`src/core/adcs_cfg.svh`:
```
// Purpose: Offsets, field positions, reset values and counts of the
//          converter sequencer.
// Assumes: Registers sit at byte offsets on the plain register port.
// Notes:   Definitions only.
`ifndef ADCS_CFG_SVH
`define ADCS_CFG_SVH

// ----------------------------------------------------------------------
// Register offsets
// ----------------------------------------------------------------------
`define ADCS_OFF_CHAN_RUN 8'h00
`define ADCS_OFF_TRIG_REF 8'h01
`define ADCS_OFF_TIMING 8'h02
`define ADCS_OFF_RES_HIGH 8'h03
`define ADCS_OFF_RES_LOW 8'h04
`define ADCS_OFF_STATUS 8'h05

// ----------------------------------------------------------------------
// Field positions and reset values
// ----------------------------------------------------------------------
`define ADCS_BIT_ON 0
`define ADCS_BIT_GO 1
`define ADCS_BIT_TRIGSRC 7
`define ADCS_BIT_JUSTIFY 7
`define ADCS_BIT_DONE 0
`define ADCS_BIT_PWRDN 1
`define ADCS_RST_REG 8'h00
`define ADCS_CHAN_RESERVED 5'h1C

// ----------------------------------------------------------------------
// Timing counts
// ----------------------------------------------------------------------
`define ADCS_CONV_TADS 11
`define ADCS_GAP_TADS 2
`define ADCS_INSTR_CLKS 4

`endif

```
`src/core/adcs_pkg.sv`:
```
// Purpose: Types shared by the converter sequencer and its users.
// Assumes: Constants live in adcs_cfg.svh.
// Notes:   Nothing here is imported; users write adcs_pkg::name.
package adcs_pkg;

   // ----------------------------------------------------------------------
   // Sequencer states
   // ----------------------------------------------------------------------
   typedef enum logic [2:0] {
      ST_IDLE = 3'b000,
      ST_START_DLY = 3'b001,
      ST_ACQ = 3'b010,
      ST_CONV = 3'b011,
      ST_GAP = 3'b100
   } adcs_state_t;

   // Analog front end controls
   typedef struct packed {
      logic [4:0] channel;
      logic channel_valid;
      logic [1:0] pos_ref;
      logic [1:0] neg_ref;
      logic powered;
      logic sample_connect;
      logic discharge;
      logic converting;
   } adcs_analog_t;

endpackage : adcs_pkg

```
`src/core/adcs_sequencer.sv`:
```
// Purpose: Control logic of a 10-bit successive-approximation converter.
// Assumes: Triggers, sleep, interrupt enable and sample code come from
//          logic on i_mclk; the RC oscillator level is asynchronous.
// Notes:   Registers are read one cycle after the read strobe.
// What this block does
// - On completion clear go, set done flag, load both result bytes.
// - Software clearing go aborts; result bytes keep previous value.
// - Reset returns registers to reset values and ends any conversion.
// - After completion or abort wait two bit periods before acquiring.
// - Discharge the capacitor array after every sample.
// - With RC clock, delay conversion start one instruction cycle.
// - Sleep on RC clock: finish, then wake or power down, on bit kept.
// - Sleep on other clock aborts and powers down, on bit kept.
// - Trigger select 0 picks compare unit five, 1 charge-time unit.
// - Selected trigger with converter on sets go like software.
// - Triggers are ignored while converter is off.
// - Module disable holds converter in reset and stops its clock.
// - Five-bit channel select routes input; code 11100 reserved.
// - Go reads 1 while busy; write 1 starts, hardware clears.
// - Converter-on bit enables converter; 0 means powered off.
// - Positive reference 00 supply, 01 pin, 10 buffer, 11 supply.
// - Negative reference 00 ground, 01 pin, others ground.
// - Unimplemented control bits read as zero.
// - Acquisition field gives 0,2,4,6,8,12,16,20 bit periods.
// - Clock field divides by 2,8,32,4,16,64; x11 selects RC clock.
// - A full conversion takes eleven bit periods.
// - Justify bit 1 right justifies result, 0 left justifies.
//
// Added by the designer: the strobed register port and the address map.
`include "adcs_cfg.svh"

module adcs_sequencer #(
   parameter int CONV_TADS = `ADCS_CONV_TADS,
   parameter int GAP_TADS = `ADCS_GAP_TADS,
   parameter int INSTR_CLKS = `ADCS_INSTR_CLKS
) (
   // Clock and reset
   input wire logic i_mclk,
   input wire logic i_reset,
   // Register port
   input wire logic [7:0] i_addr,
   input wire logic [7:0] i_wdata,
   input wire logic i_wr,
   input wire logic i_rd,
   output logic [7:0] o_rdata,
   // System controls
   input wire logic i_module_disable,
   input wire logic i_sleep,
   input wire logic i_irq_enable,
   output logic o_wake,
   output logic o_done_flag,
   // Trigger sources
   input wire logic i_compare5_trigger,
   input wire logic i_charge_trigger,
   // Dedicated RC oscillator level
   input wire logic i_rc_osc,
   // Analog core
   input wire logic [9:0] i_sample_code,
   output adcs_pkg::adcs_analog_t o_analog
);

   // ----------------------------------------------------------------------
   // Elaboration checks
   // ----------------------------------------------------------------------
   if (CONV_TADS < 1 || CONV_TADS > 31) begin : g_bad_conv
      $error("CONV_TADS must be 1 to 31");
   end
   if (GAP_TADS < 1 || GAP_TADS > 31) begin : g_bad_gap
      $error("GAP_TADS must be 1 to 31");
   end
   if (INSTR_CLKS < 1 || INSTR_CLKS > 31) begin : g_bad_instr
      $error("INSTR_CLKS must be 1 to 31");
   end

   // ----------------------------------------------------------------------
   // Declarations
   // ----------------------------------------------------------------------
   logic rst;
   logic [4:0] chan_ff;
   logic go_ff;
   logic on_ff;
   logic trig_src_ff;
   logic [1:0] pref_ff;
   logic [1:0] nref_ff;
   logic justify_ff;
   logic [2:0] acqt_ff;
   logic [2:0] clk_sel_ff;
   logic [7:0] res_high_ff;
   logic [7:0] res_low_ff;
   logic done_ff;
   logic pwrdn_ff;
   logic wake_ff;
   logic [7:0] rdata_ff;
   adcs_pkg::adcs_state_t state_ff;
   adcs_pkg::adcs_state_t nxt_state;
   logic [4:0] cnt_ff;
   logic [4:0] nxt_cnt;
   logic [5:0] div_ff;
   logic [2:0] rc_sync_ff;
   logic rc_lvl_ff;
   logic [4:0] nxt_chan;
   logic nxt_go;
   logic nxt_on;
   logic nxt_done;
   logic nxt_pwrdn;
   logic [7:0] nxt_res_high;
   logic [7:0] nxt_res_low;
   logic [7:0] nxt_rdata;
   logic [5:0] nxt_div;

   wire wr_chan = i_wr && (i_addr == `ADCS_OFF_CHAN_RUN);
   wire wr_trig = i_wr && (i_addr == `ADCS_OFF_TRIG_REF);
   wire wr_timing = i_wr && (i_addr == `ADCS_OFF_TIMING);
   wire wr_high = i_wr && (i_addr == `ADCS_OFF_RES_HIGH);
   wire wr_low = i_wr && (i_addr == `ADCS_OFF_RES_LOW);
   wire wr_status = i_wr && (i_addr == `ADCS_OFF_STATUS);

   // Module disable holds every register but the RC synchroniser and accepted level at its reset value
   assign rst = i_reset || i_module_disable;

   // ----------------------------------------------------------------------
   // Conversion clock selection
   // ----------------------------------------------------------------------
   // x11 codes pick the RC oscillator; the rest divide the system clock
   wire rc_sel = (clk_sel_ff[1:0] == 2'b11);
   wire [6:0] div_len =
      (clk_sel_ff == 3'h0) ? 7'h02 :
      (clk_sel_ff == 3'h1) ? 7'h08 :
      (clk_sel_ff == 3'h2) ? 7'h20 :
      (clk_sel_ff == 3'h4) ? 7'h04 :
      (clk_sel_ff == 3'h5) ? 7'h10 : 7'h40;
   wire div_tick = ({1'b0, div_ff} == div_len - 7'h01);

   // RC level passes three flops; a change counts once two and three agree
   wire rc_stable = (rc_sync_ff[1] == rc_sync_ff[2]);
   wire rc_tick = rc_stable && rc_sync_ff[2] && !rc_lvl_ff;

   // Bit period strobe; no clock reaches the sequencer while disabled
   wire tad_tick = !i_module_disable &&
      (rc_sel ? rc_tick : div_tick);

   // Divider restarts while idle so the first period is whole
   always_comb begin
      if (state_ff == adcs_pkg::ST_IDLE || div_tick ||
          nxt_state != state_ff) begin
         nxt_div = 6'h00;
      end else begin
         nxt_div = div_ff + 6'h01;
      end
   end

   // ----------------------------------------------------------------------
   // Acquisition length lookup
   // ----------------------------------------------------------------------
   wire [4:0] acq_tads =
      (acqt_ff == 3'h0) ? 5'h00 :
      (acqt_ff == 3'h1) ? 5'h02 :
      (acqt_ff == 3'h2) ? 5'h04 :
      (acqt_ff == 3'h3) ? 5'h06 :
      (acqt_ff == 3'h4) ? 5'h08 :
      (acqt_ff == 3'h5) ? 5'h0C :
      (acqt_ff == 3'h6) ? 5'h10 : 5'h14;

   // ----------------------------------------------------------------------
   // Triggers and go flag
   // ----------------------------------------------------------------------
   wire hw_trig = trig_src_ff ? i_charge_trigger
                              : i_compare5_trigger;
   // Only a powered converter with go clear accepts a trigger
   wire trig_ok = hw_trig && on_ff && !go_ff
      && !pwrdn_ff;
   wire sw_go = wr_chan && i_wdata[`ADCS_BIT_GO] && on_ff && !pwrdn_ff;
   wire busy = (state_ff == adcs_pkg::ST_START_DLY) ||
      (state_ff == adcs_pkg::ST_ACQ) || (state_ff == adcs_pkg::ST_CONV);
   wire last_tad = tad_tick && (cnt_ff == 5'h00);
   wire conv_done = (state_ff == adcs_pkg::ST_CONV) && go_ff && last_tad;
   wire sleep_abort = i_sleep && !rc_sel && (busy || go_ff);
   wire sleep_off = conv_done && i_sleep && rc_sel && !i_irq_enable;
   wire sleep_wake = conv_done && i_sleep && rc_sel && i_irq_enable;

   // Completion and sleep abort win; a trigger wins over a software zero
   always_comb begin
      if (conv_done || sleep_abort || !on_ff) begin
         nxt_go = 1'b0;
      end else if (trig_ok || sw_go) begin
         nxt_go = 1'b1;
      end else if (wr_chan) begin
         nxt_go = go_ff && i_wdata[`ADCS_BIT_GO];
      end else begin
         nxt_go = go_ff;
      end
   end

   // ----------------------------------------------------------------------
   // Sequencer state machine
   // ----------------------------------------------------------------------
   always_comb begin
      nxt_state = state_ff;
      nxt_cnt = cnt_ff;
      case (state_ff)
         adcs_pkg::ST_IDLE: begin
            if (go_ff && on_ff && !pwrdn_ff) begin
               if (rc_sel) begin
                  nxt_state = adcs_pkg::ST_START_DLY;
                  nxt_cnt = 5'(INSTR_CLKS - 1);
               end else if (acq_tads == 5'h00) begin
                  nxt_state = adcs_pkg::ST_CONV;
                  nxt_cnt = 5'(CONV_TADS - 1);
               end else begin
                  nxt_state = adcs_pkg::ST_ACQ;
                  nxt_cnt = acq_tads - 5'h01;
               end
            end
         end
         adcs_pkg::ST_START_DLY: begin
            if (!go_ff || sleep_abort) begin
               nxt_state = adcs_pkg::ST_GAP;
               nxt_cnt = 5'(GAP_TADS - 1);
            end else if (cnt_ff != 5'h00) begin
               nxt_cnt = cnt_ff - 5'h01;
            end else if (acq_tads == 5'h00) begin
               nxt_state = adcs_pkg::ST_CONV;
               nxt_cnt = 5'(CONV_TADS - 1);
            end else begin
               nxt_state = adcs_pkg::ST_ACQ;
               nxt_cnt = acq_tads - 5'h01;
            end
         end
         adcs_pkg::ST_ACQ: begin
            if (!go_ff || sleep_abort) begin
               nxt_state = adcs_pkg::ST_GAP;
               nxt_cnt = 5'(GAP_TADS - 1);
            end else if (last_tad) begin
               nxt_state = adcs_pkg::ST_CONV;
               nxt_cnt = 5'(CONV_TADS - 1);
            end else if (tad_tick) begin
               nxt_cnt = cnt_ff - 5'h01;
            end
         end
         adcs_pkg::ST_CONV: begin
            if (!go_ff || sleep_abort || conv_done) begin
               nxt_state = adcs_pkg::ST_GAP;
               nxt_cnt = 5'(GAP_TADS - 1);
            end else if (tad_tick) begin
               nxt_cnt = cnt_ff - 5'h01;
            end
         end
         adcs_pkg::ST_GAP: begin
            if (last_tad || !on_ff) begin
               nxt_state = adcs_pkg::ST_IDLE;
               nxt_cnt = 5'h00;
            end else if (tad_tick) begin
               nxt_cnt = cnt_ff - 5'h01;
            end
         end
         default: begin
            nxt_state = adcs_pkg::ST_IDLE;
            nxt_cnt = 5'h00;
         end
      endcase
   end

   // ----------------------------------------------------------------------
   // Results, flags and power-down
   // ----------------------------------------------------------------------
   // Result bytes load on completion, formatted by the justify bit, or from register writes
   always_comb begin
      nxt_res_high = res_high_ff;
      nxt_res_low = res_low_ff;
      if (conv_done && justify_ff) begin
         nxt_res_high = {6'h00, i_sample_code[9:8]};
         nxt_res_low = i_sample_code[7:0];
      end else if (conv_done) begin
         nxt_res_high = i_sample_code[9:2];
         nxt_res_low = {i_sample_code[1:0], 6'h00};
      end else begin
         if (wr_high) begin
            nxt_res_high = i_wdata;
         end
         if (wr_low) begin
            nxt_res_low = i_wdata;
         end
      end
   end

   // Done flag: set beats a write-one-to-clear in the same cycle
   assign nxt_done = conv_done ||
      (done_ff && !(wr_status && i_wdata[`ADCS_BIT_DONE]));

   // Power-down keeps the on bit but stops the analog core until wake
   assign nxt_pwrdn = i_sleep &&
      (pwrdn_ff || sleep_abort || sleep_off);

   assign nxt_on = wr_chan ? i_wdata[`ADCS_BIT_ON] : on_ff;
   assign nxt_chan = wr_chan ? i_wdata[6:2] : chan_ff;

   // ----------------------------------------------------------------------
   // Register reads
   // ----------------------------------------------------------------------
   // Unimplemented bits and unmapped offsets read as zero
   always_comb begin
      nxt_rdata = 8'h00;
      if (i_rd) begin
         case (i_addr)
            `ADCS_OFF_CHAN_RUN: begin
               nxt_rdata = {1'b0, chan_ff, go_ff, on_ff};
            end
            `ADCS_OFF_TRIG_REF: begin
               nxt_rdata = {trig_src_ff, 3'h0, pref_ff, nref_ff};
            end
            `ADCS_OFF_TIMING: begin
               nxt_rdata = {justify_ff, 1'b0, acqt_ff, clk_sel_ff};
            end
            `ADCS_OFF_RES_HIGH: begin
               nxt_rdata = res_high_ff;
            end
            `ADCS_OFF_RES_LOW: begin
               nxt_rdata = res_low_ff;
            end
            `ADCS_OFF_STATUS: begin
               nxt_rdata = {6'h00, pwrdn_ff, done_ff};
            end
            default: begin
               nxt_rdata = 8'h00;
            end
         endcase
      end
   end

   // ----------------------------------------------------------------------
   // Flip-flops
   // ----------------------------------------------------------------------
   // Control and result registers
   always_ff @(posedge i_mclk) begin
      if (rst) begin
         {chan_ff, go_ff, on_ff} <= 7'h00;
         {trig_src_ff, pref_ff, nref_ff} <= 5'h00;
         {justify_ff, acqt_ff, clk_sel_ff} <= 7'h00;
         res_high_ff <= `ADCS_RST_REG;
         res_low_ff <= `ADCS_RST_REG;
      end else begin
         chan_ff <= nxt_chan;
         go_ff <= nxt_go;
         on_ff <= nxt_on;
         if (wr_trig) begin
            {trig_src_ff, pref_ff, nref_ff} <=
               {i_wdata[`ADCS_BIT_TRIGSRC], i_wdata[3:0]};
         end
         if (wr_timing) begin
            {justify_ff, acqt_ff, clk_sel_ff} <=
               {i_wdata[`ADCS_BIT_JUSTIFY], i_wdata[5:0]};
         end
         res_high_ff <= nxt_res_high;
         res_low_ff <= nxt_res_low;
      end
   end

   // Sequencer, flags and read data
   always_ff @(posedge i_mclk) begin
      if (rst) begin
         state_ff <= adcs_pkg::ST_IDLE;
         cnt_ff <= 5'h00;
         div_ff <= 6'h00;
         done_ff <= 1'b0;
         pwrdn_ff <= 1'b0;
         wake_ff <= 1'b0;
         rdata_ff <= 8'h00;
      end else begin
         state_ff <= nxt_state;
         cnt_ff <= nxt_cnt;
         div_ff <= nxt_div;
         done_ff <= nxt_done;
         pwrdn_ff <= nxt_pwrdn;
         wake_ff <= sleep_wake;
         rdata_ff <= nxt_rdata;
      end
   end

   // RC oscillator synchroniser and accepted level
   always_ff @(posedge i_mclk) begin
      if (i_reset) begin
         rc_sync_ff <= 3'h0;
         rc_lvl_ff <= 1'b0;
      end else begin
         rc_sync_ff <= {rc_sync_ff[1:0], i_rc_osc};
         if (rc_stable) begin
            rc_lvl_ff <= rc_sync_ff[2];
         end
      end
   end

   // ----------------------------------------------------------------------
   // Outputs
   // ----------------------------------------------------------------------
   assign o_rdata = rdata_ff;
   assign o_wake = wake_ff;
   assign o_done_flag = done_ff;
   assign o_analog.channel = chan_ff;
   assign o_analog.channel_valid =
      (chan_ff != `ADCS_CHAN_RESERVED);
   assign o_analog.pos_ref =
      (pref_ff == 2'b11) ? 2'b00 : pref_ff;
   assign o_analog.neg_ref = nref_ff[1] ? 2'b00 : nref_ff;
   assign o_analog.powered = on_ff && !pwrdn_ff;
   assign o_analog.sample_connect = on_ff && !pwrdn_ff &&
      (state_ff == adcs_pkg::ST_IDLE || state_ff == adcs_pkg::ST_ACQ ||
       state_ff == adcs_pkg::ST_START_DLY);
   assign o_analog.discharge = on_ff &&
      (state_ff == adcs_pkg::ST_GAP);
   assign o_analog.converting = (state_ff == adcs_pkg::ST_CONV);

endmodule : adcs_sequencer

```
`config.mk`:
```
export PLATFORM = sky130hd
export DESIGN_NAME = adcs_sequencer
export DESIGN_NICKNAME = d
export VERILOG_FILES = /design/src/core/adcs_pkg.sv /design/src/core/adcs_sequencer.sv
export VERILOG_INCLUDE_DIRS = /design/src /design/src/core
export SDC_FILE = /design/constraint.sdc
export NUM_CORES = 1
export LEC_CHECK = 0
export BUFFER_PORTS_ARGS = -buffer_cell sky130_fd_sc_hd__buf_2
export CAP_MARGIN = 40
export CORE_MARGIN = 1
export CORE_UTILIZATION = 40
export CTS_CLUSTER_DIAMETER = 200
export DETAILED_ROUTE_END_ITERATION = 10
export HOLD_SLACK_MARGIN = 0.15
export SYNTH_ARGS = -nofsm -noshare
export SYNTH_HDL_FRONTEND = slang
export SYNTH_SLANG_ARGS = --single-unit
```
`constraint.sdc`:
```
create_clock -name i_mclk -period 3.43 [get_ports i_mclk]
set_clock_uncertainty 0.1 [all_clocks]
set_input_delay 0.5145 -clock i_mclk [delete_from_list [all_inputs] [get_ports i_mclk]]
set_output_delay 0.5145 -clock i_mclk [all_outputs]
set_load 0.005 [all_outputs]
```
After elaboration in Yosys (flattened, before gate mapping)
Cells that the tools add are included.

cells by class
  add/subtract/negate cells = 4
  reductions and logical operators = 74
  multiplexer cells = 46
  equal/unequal tests = 26
  bitwise gates (word level) = 1

operators by type and width
  cell                                                  count
  two-way mux 5 bit                                     16
  one-hot mux 8 bit (6 select lines)                    1
  two-way mux 8 bit                                     5
  two-way mux 7 bit                                     5
  logical AND 1 bit                                     34
  one-hot mux 5 bit (5 select lines)                    1
  two-way mux 3 bit                                     8
  equality test 3 bit (second input constant)           6
  logical OR 1 bit                                      17
  equality test 8 x 2 -> 1 bit (second input constant)  2
  equality test 8 x 3 -> 1 bit (second input constant)  2
  equality test 3 x 2 -> 1 bit (second input constant)  5
  one-hot mux 3 bit (5 select lines)                    1
  zero test 5 bit                                       2
  subtractor 5 x 1 -> 5 bit (second input constant)     2
  equality test 3 x 1 -> 1 bit (second input constant)  3
  zero test 3 bit                                       3
  equality test 8 x 1 -> 1 bit (second input constant)  1
  zero test 1 bit                                       8
  zero test 8 bit                                       1
  OR reduction 2 bit                                    4
  equality test 6 x 7 -> 1 bit                          1
  subtractor 7 x 1 -> 7 bit (second input constant)     1
  adder 6 x 1 -> 6 bit (second input constant)          1
  11 further kinds                                      21

storage, ports and cells
  bits in registers = 64
  output and inout bits = 24
  word-level logic and storage cells = 172

Depth between registers and ports, before layout
  word-level depth = 18
  gate-level depth with buffers = 10
  gate-level depth less buffers = 9

Least setup slack after synthesis
No wires, ideal clock.

  path kind = flip-flop to flip-flop
  start point = reg acqt_ff[2]
  end point = reg div_ff[2]
  library setup time = 65 ps
  clock period less this slack = 2443 ps
  cell stages (with the launch flop) = 11
  arrival time = 2278 ps
  buffers on the path = 1
  path slack = 987 ps
  data required time = 3265 ps
  cells stage by stage = dfxtp_1 clkbuf_1 mux2i_1 ha_1 nor2b_1 nor2_1 o32ai_1 nor3_1 nor4b_1 o221ai_2 nor2_1

on the way
  longest elaborated chain between the ends = 16
  elaborated cells on any way between the ends = 24
  classes of those cells = eq/ne: 7; mux: 13; reduce/logical: 4

ends and longest elaborated chain
  what                                                           line                                          RTL
  from (decl)                                                    adcs_sequencer.sv:86                          logic [2:0] acqt_ff;
  from (signal assigned)                                         adcs_sequencer.sv:350                         {justify_ff, acqt_ff, clk_sel_ff} <=
  equality test 3 bit                                            adcs_sequencer.sv:162                         (acqt_ff == 3'h6) ? 5'h10 : 5'h14;
  two-way mux 3 bit                                              adcs_sequencer.sv:162
  two-way mux 5 bit                                              adcs_sequencer.sv:161                         (acqt_ff == 3'h5) ? 5'h0C :
  two-way mux 5 bit                                              adcs_sequencer.sv:160                         (acqt_ff == 3'h4) ? 5'h08 :
  two-way mux 5 bit                                              adcs_sequencer.sv:159                         (acqt_ff == 3'h3) ? 5'h06 :
  two-way mux 5 bit                                              adcs_sequencer.sv:158                         (acqt_ff == 3'h2) ? 5'h04 :
  two-way mux 5 bit                                              adcs_sequencer.sv:157                         (acqt_ff == 3'h1) ? 5'h02 :
  two-way mux 5 bit *                                            adcs_sequencer.sv:156                         (acqt_ff == 3'h0) ? 5'h00 :
  zero test 5 bit *                                              adcs_sequencer.sv:206, adcs_sequencer.sv:221
  two-way mux 1 bit *                                            adcs_sequencer.sv:206, adcs_sequencer.sv:221
  two-way mux 3 bit / two-way mux 2 bit (equally long branches)  adcs_sequencer.sv:219, adcs_sequencer.sv:203
  two-way mux 3 bit, on equally long branches                    adcs_sequencer.sv:216, adcs_sequencer.sv:202
  one-hot mux 3 bit (5 select lines) *                           adcs_sequencer.sv:200                         case (state_ff)
  inequality test 3 bit *                                        adcs_sequencer.sv:145                         nxt_state != state_ff) begin
  logical OR 1 bit *                                             adcs_sequencer.sv:144                         if (state_ff == adcs_pkg::ST_IDLE || div_tick ||
  OR reduction 2 bit (no source line) *                          n/a
  to (signal assigned)                                           adcs_sequencer.sv:371                         div_ff <= nxt_div;
  to (decl)                                                      adcs_sequencer.sv:98                          logic [5:0] div_ff;

Mark *: on every way between the ends. The rest lies on a longest branch, timed or not.
A chain may end at the register's enable or synchronous reset.

Worst setup path in the final report
Same ends and word-level chain as after synthesis.

==> results.yml <==
synth:
  syn_inst: 445
  synth.ff_latch_count: 64
  synth_warnings: 0
  postSynthAreaPerCell_um2: 8.45
  synth_cell_types: 70
  synth-main-ff-cell: "dfxtp_1"
  syn_area_mm2: 0.00376
  synth_edf_count: 0
  synthArstFlopShare_pct: 0
  synth_nets: 487
  yosysSeqAreaShare_pct: 34.1
place:
  dp_slack_ns: 0.745
  place.detailed.hpwl_um: 7560
  placed_cell_area_mm2: 0.00408
  place_congestion: 0.946
  io_buffer_count: 58
grt:
  grt_pass1_wl_um: 17300
  overflow: 0
  grt_util_all_layers_pct: 22.6
  grt_max_degree: 37
  grt_pass1_vias: 3413
  antenna_found_initial: 0
die:
  core_area_mm2: 0.00920
  initial_core_util_pct: 40.9
  placementRows: 35
  chipHeight_um: 99.0
  fp.dieW_um: 99.0
  ios: 60
  die_area_mm2: 0.00980
clock_network:
  cts-root-buf: "clkbuf_8"
  cts_tree: "yes"
  clockBufferDepth: 2
  cts_made_buffers: 9
  numClockSinks: 64
  clkLatencyLatePin_ns: 0.35
  cts.clk_slew.worst_paths_ns: 0.08
  cts_hold_buf: 0
  htree_levels: 3
  cts_resized: 0
  post-cts-setup-buffer-count: 0
critical_path:
  worstPathArrival_ns: 2.90
  cp_max_fo: 10
  r2r-end: "div_ff[2]$_SDFF_PP0_"
  worstPathRequired_ns: 3.60
  r2r_slack_ns: 0.70
  reg2regPathDepth: 9
  path_class: "flop to flop"
  endpoint_kind: "flop"
  reg2reg_from: "acqt_ff[2]$_SDFFE_PP0P_"
  start_kind: "flop"
pwr:
  power.share.sequential_pct: 52.2
  p_per_area_mw_per_mm2: 335
  cellInternalPower_mw: 1.05
  p_sw_mw: 0.371
  swShare_pct: 26.0
  irDropWorstVdd_uv: 337
  clkPwrFrac_pct: 42.8
  p_comb_share_pct: 4.9
  p_leak_nw: 1.71
sta:
  fin_hold_ws_ns: 0.295
  final_hold_viol_count: 0
  fin_crit_ns: 2.73
  max_slew_margin_pct: 50.7
  tns_ns: 0
  fmax_ghz: 0.366
  tightest_slew_ns: 0.739
  final.period_utilization_pct: 79.6
  setup_slack_ns: 0.698
  maxSlewViolCount: 0
  rsz0062_at_grt: "false"
  setup_viol: 0
cells_and_area:
  final_area_mm2: 0.00426
  syn_to_final_growth_pct: 13.2
  finish.net_count: 534
  antennaDiodeCount: 0
  fillers: 937
  drive_gt1_share_pct: 21.1
route:
  drc: 0
  ant_nets: 0
  drtPass1Iterations: 5
  avgViaCountPerCell: 5.81
  dr_total_vias: 3531
  totalWireLength_um: 10500
  wl_per_cell_um: 17.2
  drtIter0Drc: 231
hold_path:
  whs_path_depth: 2
  hp-class: "input pin to flop"
  hp-start: "i_rc_osc"
  hold_path_end: "rc_sync_ff[0]$_SDFF_PP0_"
outcome:
  status: "finished, final reports clean"
flow_run:
  maxCapViolCount: 0
## cell usage after synthesis (2+ instances only)
| master | n | share of area, % |
|---|---|---|
| xor2_1 | 5 | 1.2 |
| o221ai_1 | 2 | 0.47 |
| o21ai_0 | 17 | 2.3 |
| a311oi_1 | 2 | 0.47 |
| or2_2 | 3 | 0.50 |
| and3_1 | 2 | 0.33 |
| mux2_2 | 9 | 2.7 |
| nand2b_1 | 3 | 0.50 |
| a21oi_1 | 31 | 4.1 |
| nand3_1 | 14 | 1.9 |
| and3b_1 | 2 | 0.47 |
| nor3b_1 | 4 | 0.80 |
| buf_2 | 4 | 0.53 |
| a32oi_1 | 2 | 0.47 |
| inv_1 | 8 | 0.80 |
| nand4_1 | 6 | 1.0 |
| a22oi_1 | 4 | 0.80 |
| a222oi_1 | 5 | 1.3 |
| and4_1 | 2 | 0.47 |
| a22o_1 | 2 | 0.47 |
| clkbuf_1 | 14 | 1.4 |
| nor3_1 | 13 | 1.7 |
| buf_6 | 5 | 1.5 |
| dfxtp_1 | 64 | 34 |
| nor2_1 | 62 | 6.2 |
| nand2_1 | 33 | 3.3 |
| mux2i_1 | 38 | 10 |
| nor2b_1 | 15 | 2.5 |
| a211oi_2 | 2 | 0.67 |
| nand3b_1 | 2 | 0.40 |
| and2_1 | 3 | 0.50 |
| a31oi_1 | 2 | 0.33 |
| a211oi_1 | 21 | 4.2 |
| buf_1 | 2 | 0.20 |
| ha_1 | 6 | 2.0 |
| a21boi_0 | 2 | 0.40 |
## cell type report
cell class                      instances  area (µm²)  share of cell area, %
Sequential cell                        64        1280                   30.1
Inverter                                8        30.0                  0.705
Clock buffer                           10         138                   3.23
Tap cell                              111         139                   3.26
Clock inverter                          6        43.8                   1.03
Timing Repair Buffer                   62         320                   7.52
Multi-Input combinational cell        347        2310                   54.2
## placed cells by master, fill, tap and decap left out, types with 5 or more instances in the layout
cell type,synthesis,layout
dfxtp_1,64,64
nor2_1,62,62
buf_2,4,58
mux2i_1,38,38
nand2_1,33,33
a21oi_1,31,31
a211oi_1,21,21
o21ai_0,17,17
nor2b_1,15,15
nand3_1,14,14
nor3_1,13,13
clkbuf_8,0,10
mux2_2,9,9
inv_1,8,8
nand4_1,6,6
ha_1,6,6
xor2_1,5,5
a222oi_1,5,5
## flip-flops by register name, indices dropped and copies added, names as in the netlist
signal       cells
acqt_ff          3
nref_ff          2
justify_ff       1
res_low_ff       8
cnt_ff           5
rc_lvl_ff        1
on_ff            1
clk_sel_ff       3
state_ff         3
pref_ff          2
chan_ff          5
o_done_flag      1
div_ff           6
go_ff            1
pwrdn_ff         1
rc_sync_ff       3
trig_src_ff      1
o_rdata          8
res_high_ff      8
o_wake           1
## power groups by stage
stage | clock network, mW | logic [mW] | registers [mW]
floorplan | 0 | 0.0296 | 0.762
global placement | 0 | 0.0693 | 0.762
detailed placement | 0 | 0.0690 | 0.762
CTS | 0.628 | 0.0693 | 0.745
global route | 0.660 | 0.0758 | 0.745
finish | 0.611 | 0.0699 | 0.745
## cell families after synthesis
family	share of synthesized area, %
flip-flops	34.1
AO/OA/AOI/OAI	20.8
buffers and inverters	4.62
AND/OR/NAND/NOR	24.2
multiplexers	12.8
adder cells (fa/ha/maj)	2.00
other	0.0997
XOR/XNOR	1.40
## worst max-delay path: stages (launching register included)
cell	delay, ns
dfxtp_1	0.52
mux2i_1	0.30
ha_1	0.24
nor2b_1	0.32
nor2_1	0.07
o32ai_1	0.33
nor3_1	0.08
nor4b_1	0.33
o221ai_2	0.24
nor2_1	0.13
## layer usage
metal | track usage (%) | part of all wire [%] | wire (µm)
met1 | 28.9 | 45 | 4700
met2 | 36.7 | 47 | 4920
met3 | 4.54 | 5.8 | 606
met4 | 9.76 | 2.4 | 250
met5 | 0 | 0 | 0
## metrics by stage
step | utilization [%] | total power, mW | std cells
after floorplan | - | 0.792 | 445
after global placement | 44.3 | 0.832 | 592
after detailed placement | 44.3 | 0.831 | 592
after CTS | 46.3 | 1.44 | 608
after global routing | 46.3 | 1.48 | 608
final | 46.3 | 1.43 | 608
## worst max-delay path by stage
| stage | start | endpoint | slack (ns) | depth (start not counted) |
|---|---|---|---|---|
| finish | acqt_ff[2]$_SDFFE_PP0P_ | div_ff[2]$_SDFF_PP0_ | 0.70 | 9 |
| global route | acqt_ff[2]$_SDFFE_PP0P_ | div_ff[0]$_SDFF_PP0_ | 0.48 | 9 |
| CTS | acqt_ff[2]$_SDFFE_PP0P_ | div_ff[4]$_SDFF_PP0_ | 0.72 | 9 |
| detailed placement | acqt_ff[2]$_SDFFE_PP0P_ | div_ff[4]$_SDFF_PP0_ | 0.75 | 9 |
| global placement | acqt_ff[2]$_SDFFE_PP0P_ | div_ff[4]$_SDFF_PP0_ | 0.83 | 9 |
| floorplan | acqt_ff[2]$_SDFFE_PP0P_ | div_ff[2]$_SDFF_PP0_ | 0.99 | 10 |
No activity file was read; power rests on OpenSTA's default activity.
